`src/design/drsch_pkg.sv`:
```
// Constants and types shared by the refresh scheduling tracker
package drsch_pkg;

   // ----------------------------------------
   // Clock
   // ----------------------------------------
   localparam int unsigned CLK_MHZ = 50;
   localparam int unsigned PS_PER_US = 1000000;

   // ----------------------------------------
   // Refresh timing, as printed
   // ----------------------------------------
   localparam int unsigned REFRESH_CYCLE_ALL_PS = 280000;
   localparam int unsigned REFRESH_CYCLE_BANK_PS = 140000;
   localparam int unsigned BANK_REFRESH_SPACING_PS = 90000;
   localparam int unsigned ABORT_EXIT_EXTRA_PS = 17500;
   localparam int unsigned EXIT_EXTRA_PS = 7500;
   localparam int unsigned EXIT_MIN_CK = 2;
   localparam int unsigned REFRESH_WINDOW_MS = 32;
   localparam int unsigned AVG_REFRESH_INTERVAL_US = 3904;
   localparam int unsigned MIN_REFRESH_CMDS = 8192;
   localparam int unsigned NUM_BANKS = 8;

   // ----------------------------------------
   // Derived cycle counts (least times round up)
   // ----------------------------------------
   localparam int unsigned REFRESH_CYCLE_ALL_CYC =
      (REFRESH_CYCLE_ALL_PS * CLK_MHZ + PS_PER_US - 1) / PS_PER_US;
   localparam int unsigned REFRESH_CYCLE_BANK_CYC =
      (REFRESH_CYCLE_BANK_PS * CLK_MHZ + PS_PER_US - 1) / PS_PER_US;
   localparam int unsigned BANK_REFRESH_SPACING_CYC =
      (BANK_REFRESH_SPACING_PS * CLK_MHZ + PS_PER_US - 1) / PS_PER_US;
   localparam int unsigned ABORTED_EXIT_CYC =
      ((REFRESH_CYCLE_BANK_PS + ABORT_EXIT_EXTRA_PS) * CLK_MHZ + PS_PER_US - 1) / PS_PER_US;
   localparam int unsigned EXIT_NS_CYC =
      ((REFRESH_CYCLE_ALL_PS + EXIT_EXTRA_PS) * CLK_MHZ + PS_PER_US - 1) / PS_PER_US;
   localparam int unsigned SELF_REFRESH_EXIT_CYC =
      (EXIT_NS_CYC > EXIT_MIN_CK) ? EXIT_NS_CYC : EXIT_MIN_CK;
   localparam int unsigned REFRESH_WINDOW_CYC = REFRESH_WINDOW_MS * CLK_MHZ * 1000;
   localparam int unsigned AVG_REFRESH_INTERVAL_CYC = AVG_REFRESH_INTERVAL_US * CLK_MHZ;

   // ----------------------------------------
   // Widths and timer loads
   // ----------------------------------------
   localparam int unsigned TMR_W = 4;
   localparam int unsigned WIN_W = 21;
   localparam int unsigned IVL_W = 18;
   localparam int unsigned REFCNT_W = 14;
   localparam int unsigned DEBT_W = 8;
   localparam logic [TMR_W-1:0] LOAD_ALL = TMR_W'(REFRESH_CYCLE_ALL_CYC - 1);
   localparam logic [TMR_W-1:0] LOAD_BANK = TMR_W'(REFRESH_CYCLE_BANK_CYC - 1);
   localparam logic [TMR_W-1:0] LOAD_SPACING = TMR_W'(BANK_REFRESH_SPACING_CYC - 1);
   localparam logic [TMR_W-1:0] LOAD_EXIT = TMR_W'(SELF_REFRESH_EXIT_CYC - 1);
   localparam logic [TMR_W-1:0] LOAD_ABORT = TMR_W'(ABORTED_EXIT_CYC - 1);
   localparam logic [TMR_W-1:0] TMR_ZERO = 4'h0;
   localparam logic [REFCNT_W-1:0] REFCNT_MIN = REFCNT_W'(MIN_REFRESH_CMDS);
   localparam logic [DEBT_W-1:0] DEBT_ALL = 8'h08;
   localparam logic [DEBT_W-1:0] DEBT_BANK = 8'h01;
   localparam logic [DEBT_W-1:0] DEBT_MAX = 8'hff;

   // ----------------------------------------
   // Modes and states
   // ----------------------------------------
   typedef enum logic [1:0] {
      RATE_NORMAL = 2'h0,
      RATE_HALF = 2'h1,
      RATE_QUARTER = 2'h2
   } drsch_rate_type;

   typedef enum logic [1:0] {
      SR_ACTIVE = 2'h0,
      SR_SELF = 2'h1,
      SR_EXIT = 2'h3
   } drsch_sr_state_type;

endpackage

```
`src/design/drsch_tracker.sv`:
```
// Refresh scheduling tracker for one channel of the memory device
`timescale 1ns/1ps
// Operation
// - After an all-bank refresh the channel is busy 280 ns and takes no command meanwhile.
// - After a per-bank refresh that bank is busy 140 ns and may not be accessed meanwhile.
// - After an aborted self refresh the next command waits the bank cycle time plus 17.5 ns.
// - Per-bank tracking covers all 8 banks of the channel.
module drsch_tracker import drsch_pkg::*; #(
   parameter int unsigned WINDOW_CYC = REFRESH_WINDOW_CYC, // Normal refresh window
   parameter int unsigned INTERVAL_CYC = AVG_REFRESH_INTERVAL_CYC // Average interval
) (
   input wire logic clk_sys, // System clock, 50 MHz
   input wire logic reset, // Synchronous reset, active high
   input wire logic [1:0] rate_sel, // Refresh rate mode
   input wire logic cmd_valid, // Command strobe
   input wire logic cmd_all_ref, // Command is all-bank refresh
   input wire logic cmd_bank_ref, // Command is per-bank refresh
   input wire logic cmd_access, // Command is a bank access
   input wire logic [2:0] cmd_bank, // Target bank
   input wire logic sr_enter, // Self refresh entry strobe
   input wire logic sr_exit, // Self refresh exit strobe
   input wire logic sr_abort, // Exit is an aborted self refresh
   output logic chan_ready, // Channel takes a command now
   output logic [NUM_BANKS-1:0] bank_busy, // Per-bank refresh in progress
   output logic in_self_refresh, // Channel in self refresh
   output logic refresh_due, // Average refresh rate behind
   output logic window_end, // Window boundary pulse
   output logic refresh_short, // Window closed with too few refreshes
   output logic viol_busy, // Command hit a busy channel or bank
   output logic viol_spacing // Per-bank refreshes too close
);

   // ----------------------------------------
   // Command decode
   // ----------------------------------------
   function automatic logic [NUM_BANKS-1:0] bank_onehot(input logic [2:0] b);
      bank_onehot = NUM_BANKS'(1) << b;
   endfunction

   drsch_sr_state_type sr_r;
   drsch_sr_state_type sr_nxt;
   logic all_busy;
   logic exit_busy;
   logic space_busy;
   logic [2:0] last_bank_r;
   logic [2:0] last_bank_nxt;
   logic hit_bank;
   logic bad_busy;
   logic bad_space;
   logic take;
   logic take_all;
   logic take_bank;
   logic exit_load;
   logic [TMR_W-1:0] exit_val;

   assign chan_ready = (sr_r == SR_ACTIVE) && !all_busy && !exit_busy;
   assign hit_bank = |(bank_busy & bank_onehot(cmd_bank));
   // An all-bank refresh needs every bank idle
   assign bad_busy = cmd_valid && (!chan_ready || (cmd_all_ref && (|bank_busy)) ||
                     ((cmd_bank_ref || cmd_access) && hit_bank));
   assign bad_space = cmd_valid && cmd_bank_ref && !cmd_all_ref && space_busy &&
                      (cmd_bank != last_bank_r);
   // Offending commands are refused so they cannot extend busy time
   assign take = cmd_valid && !bad_busy && !bad_space;
   assign take_all = take && cmd_all_ref;
   assign take_bank = take && cmd_bank_ref && !cmd_all_ref;

   // ----------------------------------------
   // Busy timers
   // ----------------------------------------
   drsch_down_timer u_all (
      .clk_sys(clk_sys),
      .reset(reset),
      .load(take_all),
      .load_val(LOAD_ALL),
      .busy(all_busy)
   );

   drsch_down_timer u_space (
      .clk_sys(clk_sys),
      .reset(reset),
      .load(take_bank),
      .load_val(LOAD_SPACING),
      .busy(space_busy)
   );

   // Return to active costs one edge, so the timer runs one short
   assign exit_val = sr_abort ? (LOAD_ABORT - 4'h1) : (LOAD_EXIT - 4'h1);
   assign exit_load = (sr_r == SR_SELF) && sr_exit;

   drsch_down_timer u_exit (
      .clk_sys(clk_sys),
      .reset(reset),
      .load(exit_load),
      .load_val(exit_val),
      .busy(exit_busy)
   );

   genvar gi;
   generate
      for (gi = 0; gi < NUM_BANKS; gi++) begin : g_bank
         drsch_down_timer u_bank (
            .clk_sys(clk_sys),
            .reset(reset),
            .load(take_bank && (cmd_bank == 3'(gi))),
            .load_val(LOAD_BANK),
            .busy(bank_busy[gi])
         );
      end
   endgenerate

   // ----------------------------------------
   // Self refresh state
   // ----------------------------------------
   always_comb begin
      sr_nxt = sr_r;
      last_bank_nxt = take_bank ? cmd_bank : last_bank_r;
      case (sr_r)
         SR_ACTIVE: begin
            if (sr_enter && chan_ready && (bank_busy == '0)) begin
               sr_nxt = SR_SELF;
            end
         end
         SR_SELF: begin
            if (sr_exit) begin
               sr_nxt = SR_EXIT;
            end
         end
         SR_EXIT: begin
            // Exit timer loaded on the edge that enters this state, so already busy here
            if (!exit_busy) begin
               sr_nxt = SR_ACTIVE;
            end
         end
         default: begin
            sr_nxt = SR_ACTIVE;
         end
      endcase
   end

   always_ff @(posedge clk_sys) begin
      if (reset) begin
         sr_r <= SR_ACTIVE;
         last_bank_r <= 3'h0;
      end else begin
         sr_r <= sr_nxt;
         last_bank_r <= last_bank_nxt;
      end
   end

   assign in_self_refresh = (sr_r != SR_ACTIVE);

   // ----------------------------------------
   // Window and average rate bookkeeping
   // ----------------------------------------
   logic [WIN_W-1:0] win_cnt_r;
   logic [WIN_W-1:0] win_cnt_nxt;
   logic [WIN_W-1:0] win_last;
   logic [IVL_W-1:0] ivl_cnt_r;
   logic [IVL_W-1:0] ivl_cnt_nxt;
   logic [REFCNT_W-1:0] ref_cnt_r;
   logic [REFCNT_W-1:0] ref_cnt_nxt;
   logic [DEBT_W-1:0] debt_r;
   logic [DEBT_W-1:0] debt_nxt;
   logic win_tick;
   logic ivl_tick;
   logic window_end_r;
   logic refresh_short_r;
   logic viol_busy_r;
   logic viol_spacing_r;
   logic [DEBT_W-1:0] debt_add;
   logic [DEBT_W-1:0] debt_sub;

   always_comb begin
      case (rate_sel)
         RATE_HALF: win_last = WIN_W'((WINDOW_CYC >> 1) - 1);
         RATE_QUARTER: win_last = WIN_W'((WINDOW_CYC >> 2) - 1);
         default: win_last = WIN_W'(WINDOW_CYC - 1);
      endcase
   end

   assign win_tick = (win_cnt_r >= win_last);
   assign ivl_tick = (ivl_cnt_r == IVL_W'(INTERVAL_CYC - 1));
   // Self refresh keeps the array alive internally, so no debt builds up
   assign debt_add = (ivl_tick && (sr_r == SR_ACTIVE)) ? DEBT_ALL : 8'h00;
   assign debt_sub = take_all ? DEBT_ALL : (take_bank ? DEBT_BANK : 8'h00);

   always_comb begin
      win_cnt_nxt = win_tick ? '0 : win_cnt_r + 21'h1;
      ivl_cnt_nxt = ivl_tick ? '0 : ivl_cnt_r + 18'h1;
      ref_cnt_nxt = ref_cnt_r;
      if (take_all || take_bank) begin
         ref_cnt_nxt = (ref_cnt_r == REFCNT_MIN) ? ref_cnt_r : ref_cnt_r + 14'h1;
      end
      if (win_tick) begin
         // A refresh in the boundary cycle counts toward the new window
         ref_cnt_nxt = (take_all || take_bank) ? 14'h1 : 14'h0;
      end
      if (debt_r > DEBT_MAX - debt_add) begin
         debt_nxt = DEBT_MAX;
      end else begin
         debt_nxt = debt_r + debt_add;
      end
      debt_nxt = (debt_nxt > debt_sub) ? debt_nxt - debt_sub : 8'h00;
   end

   always_ff @(posedge clk_sys) begin
      if (reset) begin
         win_cnt_r <= '0;
         ivl_cnt_r <= '0;
         ref_cnt_r <= '0;
         debt_r <= 8'h00;
         window_end_r <= 1'b0;
         refresh_short_r <= 1'b0;
         viol_busy_r <= 1'b0;
         viol_spacing_r <= 1'b0;
      end else begin
         win_cnt_r <= win_cnt_nxt;
         ivl_cnt_r <= ivl_cnt_nxt;
         ref_cnt_r <= ref_cnt_nxt;
         debt_r <= debt_nxt;
         window_end_r <= win_tick;
         refresh_short_r <= win_tick && (ref_cnt_r < REFCNT_MIN);
         viol_busy_r <= bad_busy;
         viol_spacing_r <= bad_space && !bad_busy;
      end
   end

   assign refresh_due = (debt_r >= DEBT_ALL);
   assign window_end = window_end_r;
   assign refresh_short = refresh_short_r;
   assign viol_busy = viol_busy_r;
   assign viol_spacing = viol_spacing_r;

endmodule

```
`src/design/drsch_down_timer.sv`:
```
// Loadable down counter that marks a busy interval
`timescale 1ns/1ps
module drsch_down_timer import drsch_pkg::*; (
   input wire logic clk_sys, // System clock
   input wire logic reset, // Synchronous reset
   input wire logic load, // Start interval
   input wire logic [TMR_W-1:0] load_val, // Busy cycles after load
   output logic busy // Interval running
);

   logic [TMR_W-1:0] cnt_r;
   logic [TMR_W-1:0] cnt_nxt;

   always_comb begin
      cnt_nxt = cnt_r;
      if (load) begin
         cnt_nxt = load_val;
      end else if (cnt_r != TMR_ZERO) begin
         cnt_nxt = cnt_r - 4'h1;
      end
   end

   always_ff @(posedge clk_sys) begin
      if (reset) begin
         cnt_r <= TMR_ZERO;
      end else begin
         cnt_r <= cnt_nxt;
      end
   end

   assign busy = (cnt_r != TMR_ZERO);

endmodule

```
`config.mk`:
```
export PLATFORM = sky130hd
export DESIGN_NAME = drsch_tracker
export DESIGN_NICKNAME = d
export VERILOG_FILES = /design/src/design/drsch_pkg.sv /design/src/design/drsch_tracker.sv /design/src/design/drsch_down_timer.sv
export SDC_FILE = /design/constraint.sdc
export NUM_CORES = 1
export LEC_CHECK = 0
export BUFFER_PORTS_ARGS = -buffer_cell sky130_fd_sc_hd__buf_4
export CORE_MARGIN = 2
export CORE_UTILIZATION = 40
export CTS_CLUSTER_SIZE = 8
export DETAILED_ROUTE_END_ITERATION = 16
export SYNTH_ARGS = -nofsm -noshare
export SYNTH_HDL_FRONTEND = slang
export SYNTH_SLANG_ARGS = --single-unit
```
`constraint.sdc`:
```
create_clock -name clk_sys -period 3.8 [get_ports clk_sys]
set_input_delay 0.76 -clock clk_sys [delete_from_list [all_inputs] [get_ports clk_sys]]
set_output_delay 0.76 -clock clk_sys [all_outputs]
set_load 0.03 [all_outputs]
```
==> flow_summary.json <==
{
  "syn-instance-count": 665,
  "total_of_flip_flops_plus_latches_after_synthesis": 114,
  "worstHoldStart": "ivl_cnt_r[0]",
  "core-area_mm2": 0.0139,
  "synth_nets": 707,
  "area.growth.synth_to_final_pct": 17.2,
  "dp_cells": 860,
  "final_critical_path_setup_slack_ps": 161,
  "groute.layer.met3.usage_pct": 5.03,
  "slew_headroom_pct": 49.8,
  "worst_clock_skew_ps": 7.73,
  "crit_chain": "or4b_2 -> nor4_2 -> nor2b_2 -> ha_2 -> and4_4 -> and3_4 -> nor2_1 -> ha_1 -> ha_1 -> inv_1 -> a211oi_2 -> o21a_1 -> a31oi_2 -> o21ai_2 -> buf_4 -> nor2_1",
  "ys_warn_count": 0,
  "timing.critical_path.to_type": "register",
  "die_height_um": 124,
  "root_buffer": "sky130_fd_sc_hd__clkbuf_16",
  "finish.cell_count_without_fillers": 893,
  "synthDominantCellAreaShare_pct": 39.9,
  "final.min_clock_period_ps": 3640,
  "cell_area_synth_mm2": 0.00572,
  "worstPathArrival_ps": 3980,
  "initial_antenna_violation_count": 0,
  "initial_utilization_pct": 41.0,
  "worstRegToRegCells": 16,
  "timing.critical_path.buf_inv": 2,
  "worst-endpoint-required_ps": 4140,
  "numPortBuffers": 28,
  "critPathLaunchType": "register",
  "grtUsageMet1_pct": 21.3,
  "fp.dieW_um": 124,
  "max-cap-violations": 0,
  "vdd.ir_drop.worst_mv": 0.346,
  "hold_path.class": "register to register",
  "pwr_density_cell_mw_per_mm2": 503,
  "final_critical_path_share_of_the_clock_period_pct": 95.8,
  "globalRoute.totalOverflow": 0,
  "outcome": "complete, no violations",
  "path_class": "register to register",
  "grt.met2_usage_pct": 27.5,
  "postSynth.asyncResetShare_pct": 0,
  "num_antenna_cells": 0,
  "floorplan.io_pins": 29,
  "placement_rows": 43,
  "whs_endpoint": "ivl_cnt_r[0]",
  "htreeDepth": 4,
  "grt_util_all_layers_pct": 17.1,
  "clock_transition_at_the_registers_of_the_reported_paths_ps": 50,
  "synth_area_leaders": "sky130_fd_sc_hd__dfxtp_1, sky130_fd_sc_hd__nor2_1, sky130_fd_sc_hd__ha_1",
  "p_total_mw": 3.37,
  "cts_num_sinks": 114,
  "critical_path.max_fanout": 8,
  "finalHoldViolCount": 0,
  "route.final.wire_length_um": 12100,
  "largest_net_degree_at_the_start_of_global_routing": 48,
  "tightestPinTransition_ps": 752,
  "cpLargestDelayFamily": "simple AND/OR/NAND/NOR gates",
  "hold_buffers": 0,
  "drtAntennaViolNets": 0,
  "synth_edf_count": 0,
  "cts.path.max_buffers": 2,
  "ys.flop_type": "sky130_fd_sc_hd__dfxtp_1",
  "final_layout_size_suffix_gt1_share_pct": 14.4,
  "post_synthesis_cell_type_with_the_largest_combined_area": "sky130_fd_sc_hd__dfxtp_1",
  "fmaxAchievable_ghz": 0.275,
  "setup_violations": 0,
  "tritoncts": "built",
  "synth_cell_type_count": 57,
  "worst_hold_path.num_cells": 1,
  "p_leak_nw": 2.78,
  "final_count_of_pins_violating_max_slew": 0,
  "num_vias": 4757,
  "synth.avg_cell_area_um2": 8.60,
  "dp_hpwl_um": 8610,
  "preCtsSetupSlack_ps": -107,
  "floorplan.die_area_mm2": 0.0153,
  "hold-worst-slack_ps": 465,
  "grt_pass1_wl_um": 20600,
  "regToRegSetupSlack_ps": 160,
  "grt_busiest_layer": "met2",
  "critical-path-slowest-cell": "sky130_fd_sc_hd__or4b_2",
  "clk-insertion-delay-late_ps": 410,
  "reg2reg_from": "ivl_cnt_r[7]",
  "post_synthesis_sequential_area_ratio_pct": 39.9,
  "routed_wire_length_per_instance_um": 13.6,
  "post_drt_via_cell_ratio": 5.33,
  "via_count_of_the_first_global_routing_pass": 4563,
  "critPathMaxStageDelay_ps": 680,
  "numCtsBuffers": 17,
  "nets": 743,
  "detail_route.drc_violations": 0,
  "gpl.final_weighted_congestion": 0.872,
  "drt_iter0_markers": 340,
  "worstReg2RegEnd": "debt_r[6]",
  "detail_route.first_pass.iterations": 4
}
[placed cells by master, fill, tap and decap left out, types with 21 or more instances in the layout]
cell / count
sky130_fd_sc_hd__a21oi_1: 45
sky130_fd_sc_hd__xnor2_1: 31
sky130_fd_sc_hd__dfxtp_1: 113
sky130_fd_sc_hd__nand3_1: 22
sky130_fd_sc_hd__nor3_1: 23
sky130_fd_sc_hd__xor2_1: 21
sky130_fd_sc_hd__inv_1: 40
sky130_fd_sc_hd__ha_1: 27
sky130_fd_sc_hd__buf_4: 45
sky130_fd_sc_hd__nor2_1: 97
sky130_fd_sc_hd__nand2_1: 37
[per-stage QoR]
stage,cell area [µm²],TNS (ps),util [%]
after global placement,6120,0,43.9
after global routing,6700,-106,48.1
final,6700,0,48.1
after detailed placement,6120,-669,43.9
after CTS,6650,0,47.7
after floorplan,5720,0,-
[worst max path at each step]
stage,start,to,slack [ps],cells after the start
2_1_floorplan,cmd_bank[1],debt_r[7],200,14
3_3_place_gp,cmd_bank[2],debt_r[4],30,16
3_5_place_dp,cmd_bank[2],debt_r[4],-110,16
4_1_cts,ivl_cnt_r[7],debt_r[7],120,15
5_1_grt,ivl_cnt_r[7],debt_r[4],-30,16
6_report,ivl_cnt_r[7],debt_r[6],160,16
[synth_stat cells, drive strengths merged (4+ instances only)]
library cell    n
ha             28
nor2           97
nand2          37
nor3b          11
o32ai          16
dfxtp         114
clkbuf         16
a31o            4
or2            16
and4            7
xor2           21
nand4          12
a31oi           7
or4             6
a21oi          45
nor3           24
o31ai           6
nor4           13
nand3          22
xnor2          31
or3            11
and3            8
o21ai          11
o211a           8
buf            12
inv            40
and2            4
[worst reg2reg max path: cells and delay by family, from the launching register on]
family	cells	cell delay, ps
flip-flops	1	340
adder cells (fa/ha/maj)	3	600
AO/OA/AOI/OAI	4	580
buffers and inverters	2	240
AND/OR/NAND/NOR	7	1820
[cell families after synthesis]
kind of cell | synth area share, %
AO/OA/AOI/OAI | 14.2
XOR/XNOR | 7.97
adder cells (fa/ha/maj) | 6.13
buffers and inverters | 5.19
flip-flops | 39.9
multiplexers | 0.722
AND/OR/NAND/NOR | 25.9
[flip-flops by register name, indices dropped and copies added (netlist names), 4 cells and up]
signal	cells
ref_cnt_r	14
win_cnt_r	21
debt_r	8
ivl_cnt_r	18
u_all.cnt_r	4
u_space.cnt_r	4
g_bank.u_bank.cnt_r	32
u_exit.cnt_r	4
[report_power, final]
part,switching [mW],internal [mW],leakage (nW)
Clock,0.510,0.904,0.255
Sequential,0.0612,1.27,0.923
Combinational,0.370,0.257,1.60
[cell type report]
cell class	count	area (µm²)
Fill cell	1355	7230
Multi-Input combinational cell	482	3180
Sequential cell	114	2280
Clock buffer	25	465
Timing Repair Buffer	45	338
Tap cell	180	225
Inverter	41	154
Clock inverter	6	57.6
[metal layers]
metal / vias to the layer above / routed length, µm
met4: 0 / 265
met1: 2208 / 5750
li1: 2442 / -
met5: - / 0
met3: 28 / 518
met2: 79 / 5590
[timing repair]
item                                    CTS  global route
gates resized for setup                   1            12
endpoints found under the setup margin    2             8
pin swaps                                 0             3
buffers inserted                          0             2
Note: power is estimated with default switching activity, not from simulation.
